### src/pkg/wwd_pkg.sv
// package of register map, field layout, reset values and timing for the windowed watchdog
package wwd_pkg;

   // ---------------------------------------------------------------
   // register map (byte addresses)
   // ---------------------------------------------------------------
   localparam logic [11:0] WWD_ADDR_PERIOD_ENABLE = 12'h18c;
   localparam logic [11:0] WWD_ADDR_CLOCK_WINDOW  = 12'h18d;
   localparam logic [11:0] WWD_ADDR_COUNT_LOW     = 12'h18e;
   localparam logic [11:0] WWD_ADDR_COUNT_HIGH    = 12'h18f;
   localparam logic [11:0] WWD_ADDR_TIMER_STATUS  = 12'h190;

   // ---------------------------------------------------------------
   // field positions
   // ---------------------------------------------------------------
   localparam int WWD_PS_LSB     = 1;
   localparam int WWD_SEN_BIT    = 0;
   localparam int WWD_CS_LSB     = 4;
   localparam int WWD_WIN_LSB    = 0;
   localparam int WWD_TMR_LSB    = 3;
   localparam int WWD_ARMED_BIT  = 2;

   // ---------------------------------------------------------------
   // codes and reset values
   // ---------------------------------------------------------------
   localparam logic [4:0] WWD_PS_UNLOCKED   = 5'h1f;
   localparam logic [4:0] WWD_PS_MAX_VALID  = 5'h12;
   localparam logic [4:0] WWD_PS_DEFAULT    = 5'h0b;
   localparam logic [4:0] WWD_PS_MIN        = 5'h00;
   localparam logic [2:0] WWD_CS_UNLOCKED   = 3'h7;
   localparam logic [2:0] WWD_CS_DEFAULT    = 3'h0;
   localparam logic [2:0] WWD_WIN_UNLOCKED  = 3'h7;
   localparam logic [1:0] WWD_MODE_OFF      = 2'h0;
   localparam logic [1:0] WWD_MODE_SOFT     = 2'h1;
   localparam logic [1:0] WWD_MODE_AWAKE    = 2'h2;
   localparam logic [1:0] WWD_MODE_ON       = 2'h3;
   localparam int         WWD_PS_BASE_SHIFT = 5;
   localparam int         WWD_CNT_W         = 28;
   localparam int         WWD_PSC_W         = 18;
   localparam int         WWD_SYNC_STAGES   = 2;

   // ---------------------------------------------------------------
   // timing: violation reset pulse width
   // ---------------------------------------------------------------
   localparam int WWD_CLK_MHZ       = 20;
   localparam int WWD_RST_PULSE_NS  = 200;
   localparam int WWD_RST_PULSE_CYC = (WWD_RST_PULSE_NS * WWD_CLK_MHZ + 999) / 1000;

   // ---------------------------------------------------------------
   // carriers
   // ---------------------------------------------------------------
   typedef struct packed {
      logic [1:0] operating_mode;
      logic [4:0] prescale_setting;
      logic [2:0] clock_setting;
      logic [2:0] window_setting;
   } wwd_config_t;

   typedef struct packed {
      logic [11:0] addr;
      logic [7:0]  wdata;
      logic        wr;
      logic        rd;
   } wwd_bus_req_t;

   typedef struct packed {
      logic low_freq_internal_osc;
      logic medium_freq_internal_osc;
      logic secondary_osc;
      logic external_osc;
   } wwd_osc_t;

   // prescale select to effective select (divide ratio exponent minus 5), reserved codes act as shortest
   function automatic logic [4:0] wwd_eff_ps(input logic [4:0] ps);
      wwd_eff_ps = (ps > WWD_PS_MAX_VALID) ? WWD_PS_MIN : ps;
   endfunction : wwd_eff_ps

endpackage : wwd_pkg

### src/hw/wwd_sync.sv
// two-flop synchroniser with rising edge pulse output
`timescale 1ns/1ps
module wwd_sync (
   // clock and reset
   input  wire logic clk,
   input  wire logic rstn,
   // level in, rising edge pulse out
   input  wire logic din,
   output logic      rise
);
   import wwd_pkg::*;

   logic [2:0] sh_q;

   // two stages then one for edge detect
   always_ff @(posedge clk) begin
      if (!rstn) begin
         sh_q <= 3'h0;
      end else begin
         sh_q <= {sh_q[1:0], din};
      end
   end

   assign rise = sh_q[1] & ~sh_q[2];

endmodule : wwd_sync

### src/hw/wwd_top.sv
// windowed watchdog with control and status registers
//
// Function
// - select below 10011 divides by two to value+5
// - reserved selects act as shortest interval
// - select resets to 01011 or config value
// - select read-only unless config is 11111
// - software enable resets 0, used in mode 01
// - clock select picks one of four oscillators
// - clock select resets 000 when config 111
// - clock select read-only unless config 111
// - window select sets closed eighths of period
// - window select resets to config window value
// - window select read-only unless config 111
// - open when counter at least 4*(7-select)
// - prescale count readable in three parts
// - count byte registers read-only, low resets zero
// - status register read-only, resets all zeros
// - read of first control arms; unarmed clear violates
// - any control write clears watchdog counter
// - window violation resets and clears violation flag
// - config mode governs when the timer runs
//
// The strobed register port was decided locally.
`timescale 1ns/1ps
module wwd_top (
   // clock and reset
   input  wire logic                 clk,
   input  wire logic                 rstn,
   // configuration settings
   input  wire wwd_pkg::wwd_config_t cfg,
   // device state
   input  wire logic                 asleep,
   input  wire logic                 clear_instruction,
   input  wire logic                 flag_set_sw,
   // oscillator pins
   input  wire wwd_pkg::wwd_osc_t    osc,
   // register port
   input  wire wwd_pkg::wwd_bus_req_t bus,
   output logic [7:0]                rdata,
   // results
   output logic                      watchdog_reset,
   output logic                      wake_request,
   output logic                      window_violation_flag,
   output logic                      active
);
   import wwd_pkg::*;

   // ---------------------------------------------------------------
   // overview
   // ---------------------------------------------------------------
   // period/enable register layout
   //   bits 7:6  unused, read zero
   //   bits 5:1  prescale select
   //   bit 0     software enable
   // clock/window register layout
   //   bit 7     unused, read zero
   //   bits 6:4  clock select
   //   bit 3     unused, read zero
   //   bits 2:0  window select
   // status register layout
   //   bits 7:3  window counter
   //   bit 2     armed flag
   //   bits 1:0  prescale count bits 17:16
   // count registers
   //   low byte  prescale count bits 7:0
   //   high byte prescale count bits 15:8
   //   no snapshot: a read in three parts may tear while counting
   // lock rules
   //   each field writable only while its config setting is all ones
   //   a locked field keeps its config value from the init cycle
   //   the enable bit is never locked, only ignored outside soft mode
   // counter
   //   one count per rising edge of the chosen oscillator
   //   full period is 2^(select+5) counts
   //   window counter is the top five bits of the period
   //   any control write, a good clear, a time-out or a stop clears it
   // clears
   //   an arming read must come before the clear instruction
   //   a clear while unarmed or in a closed window is a violation
   //   a violation pulls the reset output and clears the flag
   //   a clear while stopped is ignored
   // outputs
   //   reset output pulse is a fixed number of cycles
   //   wake request is one cycle, only while asleep
   //   every output comes from a flip-flop
   // hazards
   //   the oscillators are async: two flops before edge detect
   //   count edges arrive three cycles after the pin edge

   // ---------------------------------------------------------------
   // register state
   // ---------------------------------------------------------------
   logic [4:0]          prescale_select_q;
   logic                software_enable_bit_q;
   logic [2:0]          clock_select_q;
   logic [2:0]          window_select_q;
   logic                armed_q;
   logic [WWD_CNT_W-1:0] count_q;
   logic [7:0]          rdata_q;
   logic                rst_out_q;
   logic                wake_q;
   logic                wv_flag_q;
   logic                active_q;
   logic [7:0]          pulse_cnt_q;
   logic                init_q;

   // ---------------------------------------------------------------
   // decode and derived signals
   // ---------------------------------------------------------------
   logic       wr_con0;
   logic       wr_con1;
   logic       rd_con0;
   logic       tick;
   logic [3:0] osc_rise;
   logic [4:0] window_counter;
   logic [WWD_PSC_W-1:0] prescale_count;
   logic       window_open;
   logic [4:0] eff_ps;
   logic       timeout;
   logic       run;
   logic       clr_hit;
   logic       violation;
   logic       clr_ok;

   assign wr_con0 = bus.wr && (bus.addr == WWD_ADDR_PERIOD_ENABLE);
   assign wr_con1 = bus.wr && (bus.addr == WWD_ADDR_CLOCK_WINDOW);
   assign rd_con0 = bus.rd && (bus.addr == WWD_ADDR_PERIOD_ENABLE);

   // ---------------------------------------------------------------
   // oscillator synchronisers and source select
   // ---------------------------------------------------------------
   wwd_sync u_sync_lf (
      .clk  (clk),
      .rstn (rstn),
      .din  (osc.low_freq_internal_osc),
      .rise (osc_rise[0])
   );
   wwd_sync u_sync_mf (
      .clk  (clk),
      .rstn (rstn),
      .din  (osc.medium_freq_internal_osc),
      .rise (osc_rise[1])
   );
   wwd_sync u_sync_so (
      .clk  (clk),
      .rstn (rstn),
      .din  (osc.secondary_osc),
      .rise (osc_rise[2])
   );
   wwd_sync u_sync_ex (
      .clk  (clk),
      .rstn (rstn),
      .din  (osc.external_osc),
      .rise (osc_rise[3])
   );

   // reserved clock codes give no count edges
   always_comb begin
      case (clock_select_q)
         3'h0:    tick = osc_rise[0];
         3'h1:    tick = osc_rise[1];
         3'h2:    tick = osc_rise[2];
         3'h3:    tick = osc_rise[3];
         default: tick = 1'b0;
      endcase
   end

   // ---------------------------------------------------------------
   // activity by operating mode
   // ---------------------------------------------------------------
   always_comb begin
      case (cfg.operating_mode)
         WWD_MODE_ON:    run = 1'b1;
         WWD_MODE_AWAKE: run = !asleep;
         WWD_MODE_SOFT:  run = software_enable_bit_q;
         default:        run = 1'b0;
      endcase
   end

   // ---------------------------------------------------------------
   // counter view: total count is 2^(ps+5) ticks, top five bits = window counter
   // ---------------------------------------------------------------
   assign eff_ps = wwd_eff_ps(prescale_select_q);

   always_comb begin
      logic [WWD_CNT_W-1:0] shifted;
      shifted        = count_q << (5'd23 - eff_ps);
      window_counter = shifted[WWD_CNT_W-1 -: 5];
      prescale_count = shifted[WWD_CNT_W-6 -: WWD_PSC_W];
   end

   assign timeout = tick && run &&
                    (count_q == WWD_CNT_W'((64'h1 << (eff_ps + WWD_PS_BASE_SHIFT)) - 64'h1));

   wwd_window_cmp u_win (
      .window_counter (window_counter),
      .window_select  (window_select_q),
      .window_open    (window_open)
   );

   assign clr_hit   = clear_instruction && run;
   assign clr_ok    = clr_hit && armed_q && window_open;
   assign violation = clr_hit && !(armed_q && window_open);

   // ---------------------------------------------------------------
   // configuration capture after reset release
   // ---------------------------------------------------------------
   always_ff @(posedge clk) begin
      if (!rstn) begin
         init_q <= 1'b1;
      end else begin
         init_q <= 1'b0;
      end
   end

   // period select and software enable
   always_ff @(posedge clk) begin
      if (!rstn) begin
         prescale_select_q     <= WWD_PS_DEFAULT;
         software_enable_bit_q <= 1'b0;
      end else if (init_q) begin
         prescale_select_q <= (cfg.prescale_setting == WWD_PS_UNLOCKED) ?
                              WWD_PS_DEFAULT : cfg.prescale_setting;
      end else if (wr_con0) begin
         if (cfg.prescale_setting == WWD_PS_UNLOCKED) begin
            prescale_select_q <= bus.wdata[WWD_PS_LSB +: 5];
         end
         software_enable_bit_q <= bus.wdata[WWD_SEN_BIT];
      end
   end

   // clock and window select
   always_ff @(posedge clk) begin
      if (!rstn) begin
         clock_select_q  <= WWD_CS_DEFAULT;
         window_select_q <= WWD_WIN_UNLOCKED;
      end else if (init_q) begin
         clock_select_q  <= (cfg.clock_setting == WWD_CS_UNLOCKED) ?
                            WWD_CS_DEFAULT : cfg.clock_setting;
         window_select_q <= cfg.window_setting;
      end else if (wr_con1) begin
         if (cfg.clock_setting == WWD_CS_UNLOCKED) begin
            clock_select_q <= bus.wdata[WWD_CS_LSB +: 3];
         end
         if (cfg.window_setting == WWD_WIN_UNLOCKED) begin
            window_select_q <= bus.wdata[WWD_WIN_LSB +: 3];
         end
      end
   end

   // ---------------------------------------------------------------
   // watchdog counter
   // ---------------------------------------------------------------
   always_ff @(posedge clk) begin
      if (!rstn || init_q) begin
         count_q <= '0;
      end else if (wr_con0 || wr_con1 || !run || clr_ok || timeout || violation) begin
         count_q <= '0;
      end else if (tick) begin
         count_q <= count_q + WWD_CNT_W'(1);
      end
   end

   // arming: read arms, clear attempt disarms; arming read wins
   always_ff @(posedge clk) begin
      if (!rstn) begin
         armed_q <= 1'b0;
      end else if (rd_con0) begin
         armed_q <= 1'b1;
      end else if (clr_hit || !run) begin
         armed_q <= 1'b0;
      end
   end

   // ---------------------------------------------------------------
   // reset, wake and violation flag outputs
   // ---------------------------------------------------------------
   always_ff @(posedge clk) begin
      if (!rstn) begin
         rst_out_q   <= 1'b0;
         pulse_cnt_q <= 8'h00;
      end else if (violation || (timeout && !asleep)) begin
         rst_out_q   <= 1'b1;
         pulse_cnt_q <= 8'(WWD_RST_PULSE_CYC - 1);
      end else if (pulse_cnt_q != 8'h00) begin
         pulse_cnt_q <= pulse_cnt_q - 8'h01;
      end else begin
         rst_out_q <= 1'b0;
      end
   end

   always_ff @(posedge clk) begin
      if (!rstn) begin
         wake_q <= 1'b0;
      end else begin
         wake_q <= timeout && asleep;
      end
   end

   // set by power-on reset or software, cleared by violation; clear wins
   always_ff @(posedge clk) begin
      if (!rstn) begin
         wv_flag_q <= 1'b1;
      end else if (violation) begin
         wv_flag_q <= 1'b0;
      end else if (flag_set_sw) begin
         wv_flag_q <= 1'b1;
      end
   end

   always_ff @(posedge clk) begin
      if (!rstn) begin
         active_q <= 1'b0;
      end else begin
         active_q <= run;
      end
   end

   // ---------------------------------------------------------------
   // read data, one cycle after the read strobe
   // ---------------------------------------------------------------
   always_ff @(posedge clk) begin
      if (!rstn) begin
         rdata_q <= 8'h00;
      end else if (bus.rd) begin
         case (bus.addr)
            WWD_ADDR_PERIOD_ENABLE: rdata_q <= {2'h0, prescale_select_q, software_enable_bit_q};
            WWD_ADDR_CLOCK_WINDOW:  rdata_q <= {1'b0, clock_select_q, 1'b0, window_select_q};
            WWD_ADDR_COUNT_LOW:     rdata_q <= prescale_count[7:0];
            WWD_ADDR_COUNT_HIGH:    rdata_q <= prescale_count[15:8];
            WWD_ADDR_TIMER_STATUS:  rdata_q <= {window_counter, armed_q, prescale_count[17:16]};
            default:                rdata_q <= 8'h00;
         endcase
      end else begin
         rdata_q <= 8'h00;
      end
   end

   assign rdata                 = rdata_q;
   assign watchdog_reset        = rst_out_q;
   assign wake_request          = wake_q;
   assign window_violation_flag = wv_flag_q;
   assign active                = active_q;

endmodule : wwd_top

### src/hw/wwd_window_cmp.sv
// window open decode from counter and window select
`timescale 1ns/1ps
module wwd_window_cmp (
   // inputs
   input  wire logic [4:0] window_counter,
   input  wire logic [2:0] window_select,
   // result
   output logic            window_open
);
   import wwd_pkg::*;

   logic [4:0] threshold;

   // open when counter at or above four times seven minus select
   always_comb begin
      threshold   = {3'(3'h7 - window_select), 2'h0};
      window_open = (window_counter >= threshold);
   end

endmodule : wwd_window_cmp

### config.mk
export PLATFORM = sky130hd
export DESIGN_NAME = wwd_top
export DESIGN_NICKNAME = d
export VERILOG_FILES = /design/src/pkg/wwd_pkg.sv /design/src/hw/wwd_sync.sv /design/src/hw/wwd_top.sv /design/src/hw/wwd_window_cmp.sv
export SDC_FILE = /design/constraint.sdc
export NUM_CORES = 1
export LEC_CHECK = 0
export BUFFER_PORTS_ARGS = -buffer_cell sky130_fd_sc_hd__buf_4
export CORE_MARGIN = 5
export CORE_UTILIZATION = 45
export CTS_CLUSTER_SIZE = 40
export DETAILED_ROUTE_END_ITERATION = 10
export PLACE_DENSITY = 0.67
export REMOVE_ABC_BUFFERS = 1
export SLEW_MARGIN = 20
export SYNTH_ARGS = -nofsm -noshare
export SYNTH_HDL_FRONTEND = slang
export SYNTH_SLANG_ARGS = --single-unit
export TNS_END_PERCENT = 50
### constraint.sdc
create_clock -name clk -period 4.8 [get_ports clk]
set_clock_uncertainty 0.15 [all_clocks]
set_input_delay 0.24 -clock clk [delete_from_list [all_inputs] [get_ports clk]]
set_output_delay 0.24 -clock clk [all_outputs]
set_load 0.01 [all_outputs]
-- Yosys cells after proc, flatten, opt, wreduce, memory -nomap -nowiden
Cells that the tools add are included.
Widths: inputs -> output; s select.
- flip-flop bits (word level): 74
- output and inout bits: 12
- $add $sub $neg: 6
- order comparisons: 2
- equal/unequal tests: 16
- shift-type cells: 2
- muxes and demuxes: 24
- bitwise gates (word level): 10
- reduce and logical (&&, ||, !) cells: 41
- operators by type and width (operator ; count):
    $eq 12x9->1 const B ; 5
    $pmux 8 s5 ; 1
    $add 28x1->28 const B ; 1
    $eq 28x28->1 ; 1
    $shl 1x6->28 const A ; 1
    $shl 28x5->28 ; 1
    $sub 28x1->28 const B ; 1
    $mux 5 ; 5
    $mux 3 ; 7
    $reduce_bool 2->1 ; 8
    $logic_and 1x1->1 ; 12
    $reduce_and 2->1 ; 5
    $logic_or 1x1->1 ; 8
    $reduce_bool 8->1 ; 1
    $sub 8x1->8 const B ; 1
    $mux 1 ; 7
    $add 5x3->6 const B ; 1
    $eq 3x2->1 const B ; 2
    $eq 3x3->1 const B ; 2
    $not 1->1 ; 6
    $eq 5x5->1 const B ; 1
    $ge 5x5->1 ; 1
    $gt 5x5->1 const B ; 1
    $sub 5x5->5 const A ; 1
    12 further kinds ; 21

-- Logic depth before layout (Yosys ltp)
Gate-level depths: netlist of run 1.
- depth after elaboration: 10
- mapped depth: 18
- depth with buffers taken out: 14

-- Cells and area by module
From an unflattened synthesis of run 1, not the netlist that was laid out.
- cells, all modules: 900
- area total of the unflattened synthesis: 6822.8 um2
- modules (own cells, without submodules) (module ; times used ; cells an instance ; area an instance (um2)):
    wwd_top ; 1 ; 862 ; 6377.4
    wwd_sync ; 4 ; 7 ; 92.6
    wwd_window_cmp ; 1 ; 10 ; 75.1

-- Worst setup path before layout of run 1
OpenSTA, ideal clock, no wires.
- path type: flip-flop to flip-flop
- from: register prescale_select_q[3]
- to: register count_q[21]
- arrival: 4.016 ns
- required time: 4.535 ns
- slack: 0.519 ns
- cell stages (with the launch flop): 18
- cell sequence: dfxtp_1 -> buf_4 -> buf_2 -> nand2_1 -> inv_1 -> clkbuf_1 -> clkbuf_1 -> ha_1 -> clkbuf_1 -> inv_1 -> or3_1 -> mux2i_1 -> or4b_1 -> a2111oi_0 -> nand4_1 -> o21ai_4 -> buf_6 -> nor2_1
- longest elaborated chain between the ends: 10
- elaborated cells between the ends (all ways): 18
- those cells by class: 3 x add/sub; 2 x order compare; 1 x eq/ne; 2 x shift; 1 x mux; 9 x reduce/logical
- ends and longest elaborated chain (what ; RTL line ; source):
    start, declared ; wwd_top.sv:94 ; logic [4:0] prescale_select_q;
    start signal, assigned ; wwd_top.sv:223 ; prescale_select_q <= (cfg.prescale_setting == WWD_PS_UNLOCKED) ?
    start signal, assigned ; wwd_top.sv:227 ; prescale_select_q <= bus.wdata[WWD_PS_LSB +: 5];
    $gt 5x5->1 ; wwd_pkg.sv:75 ; wwd_eff_ps = (ps > WWD_PS_MAX_VALID) ? WWD_PS_MIN : ps;
    $mux 5 * ; wwd_pkg.sv:75 ;
    $add 5x3->6 / $sub 5x5->5 (equally long branches) ; wwd_top.sv:194, wwd_top.sv:188 ;
    $shl 1x6->28 / $shl 28x5->28 (equally long branches) ; wwd_top.sv:194, wwd_top.sv:188 ;
    $sub 28x1->28 / $ge 5x5->1 (equally long branches) ; wwd_top.sv:194, wwd_window_cmp.sv:17 ;
    $eq 28x28->1 (tied with other cells) ; wwd_top.sv:194 ; (count_q == WWD_CNT_W'((64'h1 << (eff_ps + WWD_PS_BASE_SHIFT)) - 64'h1));
    $logic_and 1x1->1 (tied with other cells) ; wwd_top.sv:193 ; assign timeout = tick && run &&
    $logic_or 1x1->1 / $logic_and 1x1->1 (equally long branches) ; wwd_top.sv:258, wwd_top.sv:204 ;
    $logic_or 1x1->1 * ; wwd_top.sv:258 ; end else if (wr_con0 || wr_con1 || !run || clr_ok || timeout || violation) begin
    $reduce_or 2->1 (no source line) * ; n/a ;
    end signal, assigned ; wwd_top.sv:261 ; count_q <= count_q + WWD_CNT_W'(1);
    end, declared ; wwd_top.sv:99 ; logic [WWD_CNT_W-1:0] count_q;
Every way passes the cells marked *; elsewhere a longest branch is shown, timed or not.
A chain may end at the register's enable or synchronous reset.

-- Final worst setup path of run 1
- from: register prescale_select_q[3]
- to: register wv_flag_q (netlist: window_violation_flag)
- longest elaborated chain between the ends: 9
- elaborated cells between the ends (all ways): 10
- those cells by class: 1 x add/sub; 2 x order compare; 1 x shift; 2 x mux; 4 x reduce/logical
- ends and longest elaborated chain (what ; RTL line ; source):
    $gt 5x5->1 ; wwd_pkg.sv:75 ;
    $mux 5 * ; wwd_pkg.sv:75 ;
    $sub 5x5->5 * ; wwd_top.sv:188 ; shifted = count_q << (5'd23 - eff_ps);
    $shl 28x5->28 * ; wwd_top.sv:188 ;
    $ge 5x5->1 * ; wwd_window_cmp.sv:17 ; window_open = (window_counter >= threshold);
    $logic_and 1x1->1 * ; wwd_top.sv:204 ; assign violation = clr_hit && !(armed_q && window_open);
    $logic_not 1->1 * ; wwd_top.sv:204 ;
    $logic_and 1x1->1 * ; wwd_top.sv:204 ;
    $mux 1 / $reduce_bool 2->1 (equally long branches) ; n/a ;
    end signal, assigned ; wwd_top.sv:304 ; wv_flag_q <= 1'b1;
    end signal, assigned ; wwd_top.sv:306 ; wv_flag_q <= 1'b0;
    end signal, assigned ; wwd_top.sv:308 ; wv_flag_q <= 1'b1;
    end, declared ; wwd_top.sv:103 ; logic wv_flag_q;
Marked as above.

==> results.cfg, run 1 <==
[status]
outcome = finished, final reports clean

[timing]
fmax_mhz = 219
hold_violations = 0
finalSetupViolCount = 0
max_slew.worst_pin.slew_ps = 977
fin_crit_sh = 0.953
whs_ps = 6.60
setup_ws_ps = 226
period_needed_ps = 4570
drv_slew = 0
grt_setup_unrepaired = false
max_slew_margin = 0.346

[clock_network]
cts.sinks = 74
clk_latency_ps = 340
cts_resized = 0
hold_buffers = 12
root_buffer = clkbuf_16
clockBufferDepth = 2
cts_buffers = 9
cts_tree = built
postCtsSetupRepairBufs = 0
clkTransAtPathRegs_ps = 60
htreeDepth = 3

[logic_synthesis]
synth_async_sr_flop_share = 0
yosysSeqAreaShare = 0.224
yosysMostFrequentCell = nor2_1
ys_seq_elements = 74
synthTopCellsByArea = dfxtp_1 (22%), mux2i_1 (5.8%), nor2_1 (4.9%)
netlist.area_leader.share = 0.224
synth-edff-count = 0
yosysUniqueCellTypes = 83
syn_area_um2 = 6610
ys_top_cells_by_count = nor2_1 (87), nand2_1 (80), dfxtp_1 (74)
synth.avg_cell_area_um2 = 7.37
syn_inst = 896
ys.warnings.count = 0
yosys.area.top_type = dfxtp_1
ys.flop_type = dfxtp_1

[floorplanning]
core-area_um2 = 14500
die_area_um2 = 17200
io_pins = 56
rows = 44
die_h_um = 131
die_w_um = 131
start_util = 0.456

[routing]
avgViaCountPerCell = 6.36
first_pass_iters = 8
vias = 7087
detail_route.iter0.violations = 1054
wl_per_cell_um = 19.8
ant_nets = 0
wirelength_um = 22100
post-route-drc-count = 0

[layout]
num_antenna_cells = 0
areaGrowthSynthToFinish_pct = 14.9
layout.nets = 977
drive_above_1_share = 0.154

[critical_path]
worstSetupStartpointType = flip-flop
path_cells = buf_4 -> nor4b_1 -> nor2_1 -> o221ai_1 -> o22a_1 -> nand3_1 -> o31a_1 -> ha_1 -> nor2b_1 -> o21a_1 -> o21ai_0 -> nand3_1 -> nor3_2 -> o21ai_0
critical_path_buf_inv_count = 1
critPathMaxStageDelay_ps = 770
slowest_stage = nor2_1
required_ps = 4840
critPathTopFamily = simple AND/OR/NAND/NOR gates
path_class = flip-flop to flip-flop
cp-end-kind = flip-flop
crit_arrival_ps = 4620
cp_max_fo = 11

[placed_design]
gp_congestion = 1.01
port_buffers = 54
dp_hpwl_um = 15800
pre_cts_ws_ps = 406

[global_route]
grtUsageTotal = 0.246
grt_overflow = 0
grt_pass1_wl_um = 34900
antenna_found_initial = 0
grt_pass1_vias = 6458
grt_max_degree = 60

[pwr]
powerDensity_nw_per_um2 = 270
peakVddDrop_mv = 0.315
leakagePower_nw = 2.87

[run]
cap_violations = 0

[min_path]
holdCritPathClass = primary input to flip-flop
-- registers in the layout (all words and copies together), names as in the netlist --
signal / flops
init_q: 1
rdata: 8
u_sync_mf.sh_q: 3
pulse_cnt_q: 8
u_sync_lf.sh_q: 3
active: 1
window_violation_flag: 1
wake_request: 1
count_q: 28
software_enable_bit_q: 1
window_select_q: 3
armed_q: 1
watchdog_reset: 1
u_sync_ex.sh_q: 3
clock_select_q: 3
prescale_select_q: 5
u_sync_so.sh_q: 3
-- layer usage --
layer	track usage	share of wire	vias up
met1	0.343	0.43	3271
met4	0.0906	0.030	0
met5	0	0	-
li1	-	-	3345
met3	0.0577	0.12	50
met2	0.369	0.43	421
-- cell type report --
type	count	area, µm²
flip-flops and latches	74	1480
repair buffers	96	788
clock inverters	5	60.1
clock buffers	11	253
inverters	26	97.6
well taps	184	230
multi-input cells	718	4680
fillers	1384	6890
-- cell usage in the layout, fill, tap and decap left out, types with 6 or more instances in the layout --
| master | Yosys | routed |
|---|---|---|
| nor2_1 | 87 | 87 |
| buf_4 | 5 | 81 |
| nand2_1 | 80 | 80 |
| dfxtp_1 | 74 | 72 |
| a21oi_1 | 59 | 59 |
| mux2i_1 | 38 | 38 |
| nor3_1 | 37 | 37 |
| xnor2_1 | 37 | 37 |
| o21ai_0 | 35 | 35 |
| nand3_1 | 30 | 30 |
| inv_1 | 24 | 24 |
| xor2_1 | 19 | 19 |
| nor2b_1 | 17 | 17 |
| o22ai_1 | 17 | 17 |
| and3_1 | 16 | 16 |
| mux2_2 | 16 | 16 |
| and2_1 | 16 | 16 |
| a31oi_1 | 14 | 14 |
| nand4_1 | 12 | 12 |
| dlygate4sd3_1 | 0 | 12 |
| a211oi_1 | 9 | 9 |
| o32ai_1 | 9 | 9 |
| a22oi_1 | 9 | 9 |
| and4_1 | 9 | 9 |
| nor4_1 | 9 | 9 |
| clkbuf_16 | 0 | 9 |
| nand2b_1 | 8 | 8 |
| o221ai_1 | 8 | 8 |
| ha_1 | 8 | 8 |
| o211ai_1 | 7 | 7 |
| or3_1 | 7 | 7 |
| o31a_1 | 6 | 6 |
| nor4b_1 | 6 | 6 |
| a21o_1 | 6 | 6 |
| o31ai_1 | 6 | 6 |
-- worst min-delay path, cell delays in order --
cell and delay (ps):
buf_4 80, nor2_1 30, o21ai_0 120
-- kinds of logic after synthesis --
family,Yosys count,share of synthesized area
simple gates,367,0.291
flops,74,0.224
buf+inv,105,0.0682
mux,54,0.0849
fa+ha+maj,8,0.0152
compound gates,231,0.241
other cells,1,0.000568
xor+xnor,56,0.0743
-- path summary, 6_finish.rpt --
path	slack, ps	startpoint	to	cells past startpoint
worst max-delay path	230	prescale_select_q[3]$_SDFFE_PN1P_	window_violation_flag$_SDFFE_PN1P_	14
worst max register to register	230	prescale_select_q[3]$_SDFFE_PN1P_	window_violation_flag$_SDFFE_PN1P_	14
worst min register to register	280	u_sync_mf.sh_q[0]$_SDFF_PN0_	u_sync_mf.sh_q[1]$_SDFF_PN0_	1
worst min-delay path	7	flag_set_sw	window_violation_flag$_SDFFE_PN1P_	3
-- where the power goes --
| group | switching (mW) | internal [mW] | total (mW) |
|---|---|---|---|
| clock network | 0.286 | 0.434 | 0.720 |
| registers | 0.0419 | 0.656 | 0.698 |
| logic | 0.360 | 0.271 | 0.631 |
-- metrics by stage --
stage	util	std cells	power (mW)	TNS (ps)	instance area, µm²
final	0.524	1114	2.05	0	7590
after global routing	0.524	1114	2.16	0	7590
after CTS	0.524	1114	2.05	0	7590
after floorplan	-	818	1.13	-23220	6260
after detailed placement	0.494	1086	1.31	0	7160
after global placement	0.494	1086	1.31	0	7160
Power figures use the tool's default switching activity.
==> run 2, diff against run 1 <==
--- a/config.mk
+++ b/config.mk
@@ -15,5 +15,6 @@
 export SLEW_MARGIN = 20
 export SYNTH_ARGS = -nofsm -noshare
 export SYNTH_HDL_FRONTEND = slang
+export SYNTH_HIERARCHICAL = 1
 export SYNTH_SLANG_ARGS = --single-unit
 export TNS_END_PERCENT = 50
==> run 2 against run 1 <==
Sequential share of layout area fell by 0.20 points. Non-clock buffer count fell by 4. Combinational power shrank 9.4%. Power shrank 5.8%. Global-route usage decreased by 1.7 points. Via count is 2.2% lower. Synthesized area increased by 3.3%. Critical path depth is 2 higher. Utilization is 1.4 points lower. Largest cell class unchanged. Worst setup slack gained 35 ps. Flip-flop and latch count stayed put. Critical endpoint is now pulse_cnt_q[4]$_SDFFE_PP0P_. Cell area up 1.1%.
==> results.cfg, run 2 <==
[min_path]
holdPathEnd = prescale_select_q[2]$_SDFFE_PN0P_
worstHoldPathCells = 3
hp-start = cfg[8]
holdCritPathClass = primary input to flip-flop

[critical_path]
critical_path_buf_inv_count = 3
critPathTopFamily = simple AND/OR/NAND/NOR gates
required_ps = 4940
crit_arrival_ps = 4680
slowest_stage = dfxtp_1
path_class = flip-flop to flip-flop
cp-end-kind = flip-flop
rr_worst_depth = 16
r2r_slack_ps = 260
worstSetupStartpointType = flip-flop
reg2reg_from = prescale_select_q[0]$_SDFFE_PN1P_
critPathMaxStageDelay_ps = 710
cp_max_fo = 14
path_cells = clkinv_1 -> nor2_1 -> mux4_2 -> nand2_1 -> nand3_1 -> a31oi_1 -> inv_1 -> inv_1 -> ha_1 -> or3b_1 -> a311oi_1 -> nand2_1 -> nand3_1 -> and3_1 -> o31ai_4 -> nor2_1
worst_r2r_endpoint = pulse_cnt_q[4]$_SDFFE_PP0P_

[global_route]
grtUsageTotal = 0.229
grt_max_degree = 41
grt_pass1_vias = 6409
antenna_found_initial = 0
grt_overflow = 0
grt_pass1_wl_um = 33200

[clock_network]
cts_tree = built
htreeDepth = 3
cts.sinks = 74
clkTransAtPathRegs_ps = 60
cts_resized = 0
cts_buffers = 9
clockBufferDepth = 2
root_buffer = clkbuf_16
clk_latency_ps = 350

[timing]
finalSetupViolCount = 0
fmax_mhz = 220
period_needed_ps = 4540
grt_setup_unrepaired = false
fin_crit_sh = 0.946
drv_slew = 0
max_slew.worst_pin.slew_ps = 805
hold_violations = 0
max_slew_margin = 0.462

[pwr]
peakVddDrop_mv = 0.194
pwr-share-seq = 0.362
clockPowerShare = 0.342
p_comb_frac = 0.296
powerDensity_nw_per_um2 = 252
switching_share = 0.346
leakagePower_nw = 2.85
power_switching_uw = 669
p_int_mw = 1.26

[logic_synthesis]
yosysMostFrequentCell = nand2_1
ys_seq_elements = 74
synth_async_sr_flop_share = 0
synth.avg_cell_area_um2 = 7.58
netlist.area_leader.share = 0.217
yosysUniqueCellTypes = 88
syn_area_um2 = 6820
ys.flop_type = dfxtp_1
yosysSeqAreaShare = 0.217
synth-edff-count = 0
ys.warnings.count = 6
yosys.area.top_type = dfxtp_1
ys_top_cells_by_count = nand2_1 (99), dfxtp_1 (74), nor2_1 (67)
syn_inst = 900
synthTopCellsByArea = dfxtp_1 (22%), mux2i_1 (5.7%), nand2_1 (5.4%)

[routing]
avgViaCountPerCell = 6.20
vias = 6930
post-route-drc-count = 0
first_pass_iters = 5
detail_route.iter0.violations = 558
wl_per_cell_um = 18.6
wirelength_um = 20800
ant_nets = 0

[layout]
drive_above_1_share = 0.180
fill_cells = 1444
largest_register_ffs = 28
layout.nets = 976
stdcell_count = 1117
regMostFlops = count_q
num_antenna_cells = 0
final_common_cell = nand2_1
areaGrowthSynthToFinish_pct = 12.4
final_cell_mix = nand2_1 (99), buf_4 (82), dfxtp_1 (72)
fin_util = 0.510

[floorplanning]
die_area_um2 = 17700
io_pins = 56
die_w_um = 133
core-area_um2 = 15000
die_h_um = 133
rows = 45
start_util = 0.454

[placed_design]
gp_congestion = 1.03
dp_hpwl_um = 15100
port_buffers = 54
place_inst = 1092

[status]
outcome = finished, final reports clean

[run]
cap_violations = 0
## run 2: changes by cell type in the layout (fill, tap and decap cells not counted), sizes merged, moves of 6 or more
cell,change
nor3,+24
nand2,+20
nor2,-19
a21oi,-13
a31oi,-10
and4,-8
nor2b,+7
nand3,+6
nand3b,+6
o32ai,-6
## run 2: layout make-up
cell class / count / area [µm²] / area share
clock buffers: 9 / 225 / 0.0294
clock inverters: 7 / 60.1 / 0.00783
inverters: 21 / 78.8 / 0.0103
multi-input cells: 726 / 4860 / 0.634
flip-flops and latches: 74 / 1480 / 0.193
well taps: 188 / 235 / 0.0307
repair buffers: 92 / 726 / 0.0946
## run 2: power groups by stage
stage / Combinational [mW] / Clock, mW / Sequential [mW]
floorplan: 0.384 / 0 / 0.720
global placement: 0.550 / 0 / 0.711
detailed placement: 0.556 / 0 / 0.712
CTS: 0.565 / 0.673 / 0.698
global route: 0.626 / 0.698 / 0.706
finish: 0.572 / 0.660 / 0.699
## run 2: worst max path at each step
stage / to / slack (ps) / cells past startpoint / start
6_report: pulse_cnt_q[4]$_SDFFE_PP0P_ / 260 / 16 / prescale_select_q[0]$_SDFFE_PN1P_
5_1_grt: pulse_cnt_q[2]$_SDFFE_PP0P_ / 20 / 16 / prescale_select_q[0]$_SDFFE_PN1P_
4_1_cts: pulse_cnt_q[4]$_SDFFE_PP0P_ / 410 / 15 / prescale_select_q[0]$_SDFFE_PN1P_
3_5_place_dp: pulse_cnt_q[4]$_SDFFE_PP0P_ / 430 / 15 / prescale_select_q[0]$_SDFFE_PN1P_
3_3_place_gp: pulse_cnt_q[2]$_SDFFE_PP0P_ / 540 / 15 / prescale_select_q[0]$_SDFFE_PN1P_
2_1_floorplan: pulse_cnt_q[2]$_SDFFE_PP0P_ / -190 / 16 / prescale_select_q[0]$_SDFFE_PN1P_
## run 2: timing repair
item | CTS | global route
hold buffers | 9 | 0
buffers inserted | 0 | 0
endpoints found under the hold margin | 9 | 0
## run 2: per-layer routing
layer	GRT usage	share of wire	vias up
li1	-	-	3308
met1	0.317	0.45	3243
met2	0.348	0.44	318
met3	0.0404	0.074	61
met4	0.106	0.039	0
met5	0	0	-
## run 2: logic make-up after synthesis
| group | after synthesis | share of synthesized area |
|---|---|---|
| simple gates | 407 | 0.329 |
| buf+inv | 101 | 0.0713 |
| xor+xnor | 56 | 0.0719 |
| flops | 74 | 0.217 |
| compound gates | 197 | 0.203 |
| mux | 56 | 0.0919 |
| fa+ha+maj | 8 | 0.0147 |
| other cells | 1 | 0.000550 |
## run 2: worst register-to-register path: stages, from the launching register on
cell and delay (ps):
dfxtp_1 710, clkinv_1 470, nor2_1 330, mux4_2 550
nand2_1 90, nand3_1 120, a31oi_1 310, inv_1 90
inv_1 70, ha_1 120, or3b_1 370, a311oi_1 270
nand2_1 160, nand3_1 220, and3_1 240, o31ai_4 110
nor2_1 110
## run 2: per-stage QoR
stage	hold WS (ps)	worst slack [ps]	setup TNS, ps	total power [mW]	area [µm²]
detailed placement	272	428	0	1.27	7290
floorplan	152	-193	-1340	1.10	6420
global placement	268	540	0	1.26	7290
CTS	0.127	414	0	1.94	7670
global route	20.8	17.7	0	2.03	7670
finish	7.15	260	0	1.93	7670
